==> src/pkg/fwos_regs.svh <==
// register map, field positions and timing counts of the status poller
`ifndef FWOS_REGS_SVH
`define FWOS_REGS_SVH
`define FWOS_OFS_CMD        4'h0
`define FWOS_OFS_CFG        4'h1
`define FWOS_OFS_ADDR       4'h2
`define FWOS_OFS_WDATA      4'h3
`define FWOS_OFS_STATUS     4'h4
`define FWOS_OFS_RDATA      4'h5
`define FWOS_CMD_WRITE      0
`define FWOS_CMD_READ       1
`define FWOS_CMD_POLL       2
`define FWOS_CMD_TIMER      3
`define FWOS_CFG_CE_FRAME   0
`define FWOS_ST_BUSY        0
`define FWOS_ST_DONE        1
`define FWOS_ST_FAIL        2
`define FWOS_ST_TIMER       3
`define FWOS_ST_LIMIT       4
`define FWOS_BIT_TOGGLE     6
`define FWOS_BIT_LIMIT      5
`define FWOS_BIT_TIMER      3
`define FWOS_RESET_CMD      8'hF0
`define FWOS_CFG_RESET      32'h0000_0000
`define FWOS_CLK_MHZ        100
`define FWOS_T_STROBE_NS    80
`define FWOS_T_RECOV_NS     30
`define FWOS_STROBE_CYC ((`FWOS_T_STROBE_NS*`FWOS_CLK_MHZ+999)/1000)
`define FWOS_RECOV_CYC  ((`FWOS_T_RECOV_NS*`FWOS_CLK_MHZ+999)/1000)
`endif

==> src/pkg/fwos_pkg.sv <==
// types shared by the status poller modules
package fwos_pkg;
  typedef enum logic [3:0] {
    FWOS_IDLE  = 4'b0000,
    FWOS_WR    = 4'b0001,
    FWOS_RD    = 4'b0010,
    FWOS_P_RD1 = 4'b0011,
    FWOS_P_RD2 = 4'b0100,
    FWOS_P_RD3 = 4'b0101,
    FWOS_P_RD4 = 4'b0110,
    FWOS_P_RST = 4'b0111,
    FWOS_TMR   = 4'b1000
  } fwos_state_e;
  typedef enum logic [1:0] {
    FWOS_E_IDLE   = 2'b00,
    FWOS_E_STROBE = 2'b01,
    FWOS_E_RECOV  = 2'b10
  } fwos_eng_e;
  typedef logic [7:0] fwos_byte_t;
endpackage

==> src/pkg/fwos_bus_if.sv <==
// request and answer between the poll sequencer and the bus cycle engine
interface fwos_bus_if #(parameter int AW = 21);
  logic                 go;
  logic                 is_write;
  logic                 use_ce;
  logic [AW-1:0]        addr;
  fwos_pkg::fwos_byte_t wdata;
  logic                 done;
  fwos_pkg::fwos_byte_t rdata;
  modport ctl (output go, is_write, use_ce, addr, wdata,
               input done, rdata);
  modport eng (input go, is_write, use_ce, addr, wdata,
               output done, rdata);
endinterface

==> src/rtl/fwos_engine.sv <==
// one asynchronous flash bus cycle: command write or framed read
`include "fwos_regs.svh"
module fwos_engine #(
  parameter int AW = 21
) (
  input  wire logic            sys_clk_in,
  input  wire logic            rst_in,
  fwos_bus_if.eng              bus,
  output logic                 ce_n_out,
  output logic                 oe_n_out,
  output logic                 we_n_out,
  output logic [AW-1:0]        addr_out,
  output logic [7:0]           dq_out,
  output logic                 dq_oe_n_out,
  input  wire logic [7:0]      dq_in
);
  import fwos_pkg::*;
  localparam logic [7:0] STROBE = 8'(`FWOS_STROBE_CYC);
  localparam logic [7:0] RECOV  = 8'(`FWOS_RECOV_CYC);

  fwos_eng_e   st_q;
  logic [7:0]  cnt_q;
  logic [7:0]  s1_q, s2_q, s3_q;
  logic        wr_q;

  // data pins cross three flops; a value counts once stages 2 and 3 agree
  always_ff @(posedge sys_clk_in or posedge rst_in) begin
    if (rst_in) begin
      s1_q <= 8'h00;
      s2_q <= 8'h00;
      s3_q <= 8'h00;
    end else begin
      s1_q <= dq_in;
      s2_q <= s1_q;
      s3_q <= s2_q;
    end
  end

  // strobe then recovery; a read ends only on a settled sample
  always_ff @(posedge sys_clk_in or posedge rst_in) begin
    if (rst_in) begin
      st_q        <= FWOS_E_IDLE;
      cnt_q       <= 8'h00;
      wr_q        <= 1'b0;
      ce_n_out    <= 1'b1;
      oe_n_out    <= 1'b1;
      we_n_out    <= 1'b1;
      addr_out    <= '0;
      dq_out      <= 8'h00;
      dq_oe_n_out <= 1'b1;
      bus.done    <= 1'b0;
      bus.rdata   <= 8'h00;
    end else begin
      bus.done <= 1'b0;
      case (st_q)
        FWOS_E_IDLE: begin
          // ce framing parks oe low so ce alone delimits each read
          oe_n_out <= ~bus.use_ce;
          if (bus.go) begin
            st_q        <= FWOS_E_STROBE;
            // ce framing parks oe low: a write holds ce high for one cycle
            // so oe is up before ce falls and the device never drives dq
            cnt_q       <= (bus.is_write && bus.use_ce) ? STROBE + 8'h01
                                                        : STROBE;
            wr_q        <= bus.is_write;
            addr_out    <= bus.addr;
            dq_out      <= bus.wdata;
            dq_oe_n_out <= ~bus.is_write;
            ce_n_out    <= bus.is_write & bus.use_ce;
            we_n_out    <= ~bus.is_write;
            oe_n_out    <= bus.is_write | bus.use_ce ? bus.is_write : 1'b0;
          end
        end
        FWOS_E_STROBE: begin
          if (cnt_q > 8'h01) begin
            cnt_q    <= cnt_q - 8'h01;
            ce_n_out <= 1'b0;
          end else if (wr_q || s2_q == s3_q) begin
            // releasing the strobe completes the cycle for the device
            st_q      <= FWOS_E_RECOV;
            cnt_q     <= RECOV;
            ce_n_out  <= 1'b1;
            we_n_out  <= 1'b1;
            oe_n_out  <= wr_q | ~bus.use_ce;
            bus.rdata <= s3_q;
          end
        end
        FWOS_E_RECOV: begin
          if (cnt_q > 8'h01) begin
            cnt_q <= cnt_q - 8'h01;
          end else begin
            st_q        <= FWOS_E_IDLE;
            dq_oe_n_out <= 1'b1;
            bus.done    <= 1'b1;
          end
        end
        default: st_q <= FWOS_E_IDLE;
      endcase
    end
  end

  AST_NO_CONTENTION: assert property (@(posedge sys_clk_in) disable iff (rst_in)
    !(!oe_n_out && !we_n_out))
    else $error("read and write strobes low together");
endmodule

==> src/rtl/fwos_top.sv <==
// flash status poller: axi4-lite registers, toggle-check sequencer
//
// The implementer's own choices: the register addresses and the AXI4-Lite register port.
`include "fwos_regs.svh"
module fwos_top #(
  parameter int AW = 21
) (
  input  wire logic                 sys_clk_in,
  input  wire logic                 rst_in,
  input  wire logic                 s_axi_awvalid_in,
  output logic                      s_axi_awready_out,
  input  wire logic [5:0]           s_axi_awaddr_in,
  input  wire logic                 s_axi_wvalid_in,
  output logic                      s_axi_wready_out,
  input  wire logic [31:0]          s_axi_wdata_in,
  input  wire logic [3:0]           s_axi_wstrb_in,
  output logic                      s_axi_bvalid_out,
  input  wire logic                 s_axi_bready_in,
  output logic [1:0]                s_axi_bresp_out,
  input  wire logic                 s_axi_arvalid_in,
  output logic                      s_axi_arready_out,
  input  wire logic [5:0]           s_axi_araddr_in,
  output logic                      s_axi_rvalid_out,
  input  wire logic                 s_axi_rready_in,
  output logic [31:0]               s_axi_rdata_out,
  output logic [1:0]                s_axi_rresp_out,
  output logic                      flash_ce_n_out,
  output logic                      flash_oe_n_out,
  output logic                      flash_we_n_out,
  output logic [AW-1:0]             flash_addr_out,
  output logic [7:0]                flash_dq_out,
  output logic                      flash_dq_oe_n_out,
  input  wire logic [7:0]           flash_dq_in
);
  import fwos_pkg::*;

  fwos_bus_if #(.AW(AW)) bus ();
  fwos_state_e    st_q;
  logic [AW-1:0]  addr_q;
  fwos_byte_t     wdata_q, rdata_q, first_q;
  logic           ce_frame_q, done_q, fail_q, timer_q, limit_q;
  logic           aw_got_q, w_got_q;
  logic [3:0]     aw_idx_q;
  logic [31:0]    w_data_q;
  logic [3:0]     w_strb_q;
  logic           go_q;
  logic [3:0]     cmd_q;
  logic           cmd_pulse_q;

  // register index from a byte address; unmapped above the last one
  function automatic logic mapped(input logic [3:0] idx);
    mapped = idx <= `FWOS_OFS_RDATA;
  endfunction

  fwos_engine #(.AW(AW)) u_engine (
    .sys_clk_in  (sys_clk_in),
    .rst_in      (rst_in),
    .bus         (bus.eng),
    .ce_n_out    (flash_ce_n_out),
    .oe_n_out    (flash_oe_n_out),
    .we_n_out    (flash_we_n_out),
    .addr_out    (flash_addr_out),
    .dq_out      (flash_dq_out),
    .dq_oe_n_out (flash_dq_oe_n_out),
    .dq_in       (flash_dq_in)
  );

  assign bus.go       = go_q;
  assign bus.use_ce   = ce_frame_q;
  assign bus.addr     = addr_q;
  assign bus.is_write = (st_q == FWOS_WR) || (st_q == FWOS_P_RST);
  assign bus.wdata    = (st_q == FWOS_P_RST) ? `FWOS_RESET_CMD : wdata_q;

  // address and data are taken in either order, response after both
  assign s_axi_awready_out = !aw_got_q && !s_axi_bvalid_out;
  assign s_axi_wready_out  = !w_got_q && !s_axi_bvalid_out;
  assign s_axi_arready_out = !s_axi_rvalid_out;

  // write channel capture and register update
  always_ff @(posedge sys_clk_in or posedge rst_in) begin
    if (rst_in) begin
      aw_got_q         <= 1'b0;
      w_got_q          <= 1'b0;
      aw_idx_q         <= 4'h0;
      w_data_q         <= 32'h0000_0000;
      w_strb_q         <= 4'h0;
      s_axi_bvalid_out <= 1'b0;
      s_axi_bresp_out  <= 2'b00;
      ce_frame_q       <= 1'(`FWOS_CFG_RESET);
      addr_q           <= '0;
      wdata_q          <= 8'h00;
      cmd_q            <= 4'h0;
      cmd_pulse_q      <= 1'b0;
    end else begin
      cmd_pulse_q <= 1'b0;
      if (s_axi_awvalid_in && s_axi_awready_out) begin
        aw_got_q <= 1'b1;
        aw_idx_q <= s_axi_awaddr_in[5:2];
      end
      if (s_axi_wvalid_in && s_axi_wready_out) begin
        w_got_q  <= 1'b1;
        w_data_q <= s_axi_wdata_in;
        w_strb_q <= s_axi_wstrb_in;
      end
      if (aw_got_q && w_got_q) begin
        aw_got_q         <= 1'b0;
        w_got_q          <= 1'b0;
        s_axi_bvalid_out <= 1'b1;
        s_axi_bresp_out  <= mapped(aw_idx_q) ? 2'b00 : 2'b10;
        if (w_strb_q[0]) begin
          case (aw_idx_q)
            `FWOS_OFS_CMD: begin
              cmd_q       <= w_data_q[3:0];
              cmd_pulse_q <= 1'b1;
            end
            `FWOS_OFS_CFG:   ce_frame_q <= w_data_q[`FWOS_CFG_CE_FRAME];
            `FWOS_OFS_ADDR:  addr_q     <= w_data_q[AW-1:0];
            `FWOS_OFS_WDATA: wdata_q    <= w_data_q[7:0];
            default: ;
          endcase
        end
      end else if (s_axi_bvalid_out && s_axi_bready_in) begin
        s_axi_bvalid_out <= 1'b0;
      end
    end
  end

  // read channel: answer one cycle after the address is taken
  always_ff @(posedge sys_clk_in or posedge rst_in) begin
    if (rst_in) begin
      s_axi_rvalid_out <= 1'b0;
      s_axi_rdata_out  <= 32'h0000_0000;
      s_axi_rresp_out  <= 2'b00;
    end else if (s_axi_arvalid_in && s_axi_arready_out) begin
      s_axi_rvalid_out <= 1'b1;
      s_axi_rresp_out  <= mapped(s_axi_araddr_in[5:2]) ? 2'b00 : 2'b10;
      case (s_axi_araddr_in[5:2])
        `FWOS_OFS_CFG:    s_axi_rdata_out <= {31'h0, ce_frame_q};
        `FWOS_OFS_ADDR:   s_axi_rdata_out <= 32'(addr_q);
        `FWOS_OFS_WDATA:  s_axi_rdata_out <= {24'h0, wdata_q};
        `FWOS_OFS_STATUS: s_axi_rdata_out <= {27'h0, limit_q, timer_q,
                                             fail_q, done_q,
                                             st_q != FWOS_IDLE};
        `FWOS_OFS_RDATA:  s_axi_rdata_out <= {24'h0, rdata_q};
        default:          s_axi_rdata_out <= 32'h0000_0000;
      endcase
    end else if (s_axi_rvalid_out && s_axi_rready_in) begin
      s_axi_rvalid_out <= 1'b0;
    end
  end

  // sequencer: a command written while busy is dropped, not queued
  always_ff @(posedge sys_clk_in or posedge rst_in) begin
    if (rst_in) begin
      st_q    <= FWOS_IDLE;
      go_q    <= 1'b0;
      first_q <= 8'h00;
      rdata_q <= 8'h00;
      done_q  <= 1'b0;
      fail_q  <= 1'b0;
      timer_q <= 1'b0;
      limit_q <= 1'b0;
    end else begin
      go_q <= 1'b0;
      case (st_q)
        FWOS_IDLE: begin
          if (cmd_pulse_q && cmd_q != 4'h0) begin
            done_q <= 1'b0;
            fail_q <= 1'b0;
            go_q   <= 1'b1;
            if (cmd_q[`FWOS_CMD_WRITE])      st_q <= FWOS_WR;
            else if (cmd_q[`FWOS_CMD_READ])  st_q <= FWOS_RD;
            else if (cmd_q[`FWOS_CMD_POLL])  st_q <= FWOS_P_RD1;
            // the timer check is optional: fast software may skip it
            else                             st_q <= FWOS_TMR;
          end
        end
        FWOS_WR, FWOS_RD: begin
          if (bus.done) begin
            rdata_q <= bus.rdata;
            done_q  <= 1'b1;
            st_q    <= FWOS_IDLE;
          end
        end
        FWOS_TMR: begin
          // a one here after an added sector may mean it was refused
          if (bus.done) begin
            rdata_q <= bus.rdata;
            timer_q <= bus.rdata[`FWOS_BIT_TIMER];
            done_q  <= 1'b1;
            st_q    <= FWOS_IDLE;
          end
        end
        FWOS_P_RD1, FWOS_P_RD3: begin
          if (bus.done) begin
            first_q <= bus.rdata;
            go_q    <= 1'b1;
            st_q    <= (st_q == FWOS_P_RD1) ? FWOS_P_RD2 : FWOS_P_RD4;
          end
        end
        FWOS_P_RD2: begin
          if (bus.done) begin
            rdata_q <= bus.rdata;
            limit_q <= bus.rdata[`FWOS_BIT_LIMIT];
            if (bus.rdata[`FWOS_BIT_TOGGLE] == first_q[`FWOS_BIT_TOGGLE]) begin
              done_q <= 1'b1;
              st_q   <= FWOS_IDLE;
            end else if (bus.rdata[`FWOS_BIT_LIMIT]) begin
              go_q <= 1'b1;
              st_q <= FWOS_P_RD3;
            end else begin
              // every new look starts again with a fresh pair of reads
              go_q <= 1'b1;
              st_q <= FWOS_P_RD1;
            end
          end
        end
        FWOS_P_RD4: begin
          if (bus.done) begin
            rdata_q <= bus.rdata;
            if (bus.rdata[`FWOS_BIT_TOGGLE] == first_q[`FWOS_BIT_TOGGLE]) begin
              done_q <= 1'b1;
              st_q   <= FWOS_IDLE;
            end else begin
              go_q <= 1'b1;
              st_q <= FWOS_P_RST;
            end
          end
        end
        FWOS_P_RST: begin
          if (bus.done) begin
            fail_q <= 1'b1;
            done_q <= 1'b1;
            st_q   <= FWOS_IDLE;
          end
        end
        default: st_q <= FWOS_IDLE;
      endcase
    end
  end

  AST_PAIR_READS: assert property (@(posedge sys_clk_in) disable iff (rst_in)
    st_q == FWOS_P_RD2 && $past(st_q) != FWOS_P_RD2
      |-> $past(st_q) == FWOS_P_RD1)
    else $error("compare read not preceded by first read");
  AST_STEADY_DONE: assert property (@(posedge sys_clk_in) disable iff (rst_in)
    st_q == FWOS_P_RD2 && bus.done
      && bus.rdata[6] == first_q[6] |=> st_q == FWOS_IDLE && done_q)
    else $error("steady toggle bit did not end polling");
  AST_LIMIT_RECHECK: assert property (@(posedge sys_clk_in) disable iff (rst_in)
    st_q == FWOS_P_RD2 && bus.done && bus.rdata[6] != first_q[6]
      && bus.rdata[5] |=> st_q == FWOS_P_RD3 && go_q)
    else $error("limit flag high but no recheck");
  AST_RESTART: assert property (@(posedge sys_clk_in) disable iff (rst_in)
    st_q == FWOS_P_RD2 && bus.done && bus.rdata[6] != first_q[6]
      && !bus.rdata[5] |=> st_q == FWOS_P_RD1)
    else $error("polling resumed without a fresh read pair");
  AST_RESET_BYTE: assert property (@(posedge sys_clk_in) disable iff (rst_in)
    st_q == FWOS_P_RST && !flash_we_n_out
      |-> flash_dq_out == 8'hF0 && !flash_dq_oe_n_out)
    else $error("reset command byte wrong on the pins");
  AST_RESET_CAUSE: assert property (@(posedge sys_clk_in) disable iff (rst_in)
    st_q == FWOS_P_RST && $past(st_q) != FWOS_P_RST
      |-> $past(st_q) == FWOS_P_RD4 && limit_q)
    else $error("reset issued without limit flag and toggling");
  AST_TIMER_BIT: assert property (@(posedge sys_clk_in) disable iff (rst_in)
    st_q == FWOS_TMR && bus.done |=> timer_q == $past(bus.rdata[3]))
    else $error("erase timer result differs from read bit");
  AST_CE_FRAME: assert property (@(posedge sys_clk_in) disable iff (rst_in)
    ce_frame_q && st_q == FWOS_RD && !flash_ce_n_out
      |-> !flash_oe_n_out)
    else $error("ce framed read without output enable");

  COV_POLL_OK: cover property (@(posedge sys_clk_in)
    st_q == FWOS_P_RD2 ##1 st_q == FWOS_IDLE && done_q && !fail_q);
  COV_POLL_FAIL: cover property (@(posedge sys_clk_in)
    st_q == FWOS_P_RST ##1 st_q == FWOS_IDLE && fail_q);
  COV_TIMER: cover property (@(posedge sys_clk_in)
    st_q == FWOS_TMR ##1 st_q == FWOS_IDLE && timer_q);
endmodule

==> config.mk <==
export PLATFORM = sky130hd
export DESIGN_NAME = fwos_top
export DESIGN_NICKNAME = d
export VERILOG_FILES = /design/src/pkg/fwos_pkg.sv /design/src/pkg/fwos_bus_if.sv /design/src/rtl/fwos_engine.sv /design/src/rtl/fwos_top.sv
export VERILOG_INCLUDE_DIRS = /design/src /design/src/pkg
export SDC_FILE = /design/constraint.sdc
export NUM_CORES = 1
export LEC_CHECK = 0
export BUFFER_PORTS_ARGS = -buffer_cell sky130_fd_sc_hd__buf_2
export CAP_MARGIN = 20
export CORE_MARGIN = 5
export CORE_UTILIZATION = 55
export CTS_CLUSTER_DIAMETER = 40
export DETAILED_ROUTE_END_ITERATION = 16
export HOLD_SLACK_MARGIN = 0.06
export PLACE_DENSITY_LB_ADDON = 0.12
export SKIP_LAST_GASP = 1
export SLEW_MARGIN = 10
export SYNTH_ARGS = -nofsm -noshare
export SYNTH_HDL_FRONTEND = slang
export SYNTH_SLANG_ARGS = --single-unit
==> constraint.sdc <==
create_clock -name sys_clk_in -period 6.1 [get_ports sys_clk_in]
set_input_delay 0.305 -clock sys_clk_in [delete_from_list [all_inputs] [get_ports sys_clk_in]]
set_output_delay 0.305 -clock sys_clk_in [all_outputs]
set_load 0.01 [all_outputs]
==> impl_metrics.yaml <==
clock_tree:
  path_clk_slew_ns: 0.06
  cts.sinks: 183
  cts_tree: "built"
  cts_buffers: 17
  worstSkewPairLatency_ns: 0.42
  cts_root_buf: "clkbuf_16"
  clk_path_buf_depth: 2
  cts.htree.levels: 4
  cts_resized: 0
detailed_routing:
  via_per_inst: 5.64
  drtIter0Drc: 307
  drc: 0
  vias: 5028
  ant_nets: 0
  wl_um: 16400
  dr.pass1.iters: 5
  wl_per_cell_um: 18.4
floorplan:
  dieArea_um2: 16200
  coreArea_um2: 13300
  initial_core_util: 0.567
  num_rows: 42
  io_pins: 137
  die_y_um: 127
  die_w_um: 127
logic_synthesis:
  async_reset_ff_frac: 1.00
  synth_edf_count: 0
  synth.distinct_cells: 60
  yosysTopAreaCell: "dfrtp_1"
  synth_flop_cell: "dfrtp_1"
  syn-cell-area_um2: 7570
  yosysWarnings: 0
  syn-instance-count: 588
  yosysSeqAreaShare: 0.606
  yosys-top-cells-area: "dfrtp_1, mux2_2, a22o_1"
  synth_area_per_cell_um2: 12.9
  ys_seq_elements: 183
  synth_top_area_frac: 0.592
finish:
  regArea_um2: 4580
  design_area_um2: 8970
  antenna_cells: 0
  area_growth_pct: 18.6
  utilization: 0.672
  drive_gt1_frac: 0.357
  multiInputGateArea_um2: 2780
  fillers: 1052
  nNetsFinal: 772
critical_path:
  worstSetupStartpointType: "flip-flop"
  path_class: "flip-flop to flip-flop"
  timing.rr.start: "u_engine.s3_q[4]$_DFF_PP0_"
  critPathArrivalTime_ns: 2.70
  startpoint: "u_engine.s3_q[4]$_DFF_PP0_"
  worstPathMaxFanout: 8
  end_kind: "flip-flop"
  worstPathRequired_ns: 6.41
global_routing:
  grt-ovfl-total: 0
  grt_max_degree: 91
  grt_util_all_layers: 0.212
  grt_pass1_vias: 5236
  antenna_found_initial: 1
  grt_pass1_wl_um: 27200
power_and_ir_drop:
  total_power_mw: 3.79
  p_per_area_nw_per_um2: 423
  ir_drop_mv: 0.332
  leakage_nw: 4.43
place:
  hpwl_um: 11400
  place_area_um2: 8220
  portBuffers: 105
  place.gp.congestion: 0.897
sta:
  report.final.slew_viol_count: 0
  setup_viol: 0
  rsz0062_at_grt: "no"
  tightest_slew_ns: 0.971
  fin_crit_sh: 0.393
  post-route-min-period_ns: 2.40
  final_hold_viol_count: 0
  max_freq_mhz: 417
  fin_skew_ns: 0.00638
  tns_ns: 0
  slew_headroom: 0.350
worst_hold_path:
  min_path_type: "input port to asynchronous set/reset pin"
run:
  max_cap_violations: 0
status:
  status: "finished clean"
==> cells by family (layout without fill, tap and decap cells) <==
group | Yosys count | in the layout | share of synthesized area
flip-flops | 183 | 183 | 0.606
multiplexers | 108 | 108 | 0.160
buffers and inverters | 54 | 169 | 0.0334
AO/OA/AOI/OAI | 112 | 112 | 0.105
other | 1 | 13 | 0.000496
adder cells (fa/ha/maj) | 6 | 6 | 0.00992
AND/OR/NAND/NOR | 114 | 114 | 0.0741
XOR/XNOR | 10 | 10 | 0.0116
==> what timing repair did <==
item                      4_1_cts  5_1_grt
buffers inserted                0        0
hold endpoints to repair       10        0
hold buffers                   10        0
==> cell usage in the layout, fill, tap and decap left out, drive strengths merged, types with 4 or more instances in the layout <==
cell type,synthesis,layout
a211oi,4,4
nand2b,6,6
ha,6,6
a221oi,5,5
o21ai,33,33
o22ai,4,4
or3,6,6
nor3,7,7
mux2,101,101
nor2,31,31
clkbuf,21,20
dlygate4sd3,0,10
dfstp,4,4
xor2,8,8
and2,5,5
a21oi,16,16
inv,17,23
bufinv,0,4
dfrtp,179,179
nand2,35,35
nand3,9,9
a22o,23,23
nor4,4,4
buf,16,111
conb,1,13
mux2i,7,7
o22a,4,4
==> worst max-delay path: stages (launching register included) <==
cell	delay, ns
dfrtp_1	0.40
xor2_1	0.18
nor4_1	0.67
a21oi_1	0.35
nor2_4	0.32
mux2_2	0.37
==> cell usage after synthesis (4+ instances only) <==
library cell,count
a211oi_1,4
a21oi_1,16
a221oi_1,5
a22o_1,23
and2_1,4
buf_4,13
clkbuf_1,21
dfrtp_1,179
dfstp_2,4
ha_1,6
inv_1,17
mux2_2,99
mux2i_1,7
nand2_1,35
nand2b_1,6
nand3_1,9
nor2_1,29
nor3_1,6
nor4_1,4
o21ai_0,31
o22a_1,4
o22ai_1,4
or3_1,5
xor2_1,8
==> layer usage <==
layer,track usage,vias to the layer above,wire length (um)
li1,-,2316,-
met1,0.276,2550,7110
met2,0.346,143,7920
met3,0.0735,17,1170
met4,0.0473,2,189
met5,0,-,11
==> report_power, final <==
| group | switching [mW] | total (mW) | internal, mW | leakage (nW) |
|---|---|---|---|---|
| Clock | 0.464 | 1.19 | 0.725 | 0.315 |
| Sequential | 0.237 | 1.74 | 1.50 | 2.39 |
| Combinational | 0.441 | 0.866 | 0.425 | 1.73 |
==> final cells by class <==
type | count | area share
Timing Repair Buffer | 121 | 0.0748
Clock inverter | 11 | 0.0201
Multi-Input combinational cell | 363 | 0.310
Inverter | 17 | 0.00767
Clock buffer | 20 | 0.0520
Sequential cell | 183 | 0.511
Tap cell | 176 | 0.0246
==> per-stage QoR <==
| step | cells | setup WS [ns] | hold WS (ns) |
|---|---|---|---|
| after global routing | 891 | 3.49 | 0.0918 |
| after CTS | 891 | 3.67 | 0.0685 |
| final | 891 | 3.70 | 0.0373 |
| after global placement | 850 | 3.77 | 0.333 |
| after floorplan | 600 | 0.830 | 0.331 |
| after detailed placement | 850 | 3.71 | 0.335 |
==> path summary, 6_finish.rpt <==
path                                                     end  slack (ns)  cells past startpoint
setup / recovery           u_engine.bus.rdata[7]$_DFFE_PP0P_        3.70                      5
hold / removal                  s_axi_bvalid_out$_DFFE_PP0P_        0.04                      2
setup reg to reg           u_engine.bus.rdata[7]$_DFFE_PP0P_        3.70                      5
hold reg to reg                   u_engine.s2_q[1]$_DFF_PP0_        0.35                      0
max in group asynchronous             bus.use_ce$_DFFE_PP0P_        4.91                      3
min in group sys_clk_in             w_data_q[14]$_DFFE_PP0P_        0.11                      2
==> state kept, by name, indices dropped and copies added (netlist names), 21 cells and up <==
signal	flops
w_data_q	21
s_axi_rdata_out	21
u_engine.addr_out	21
addr_q	21
(Power assumes the default switching activity.)
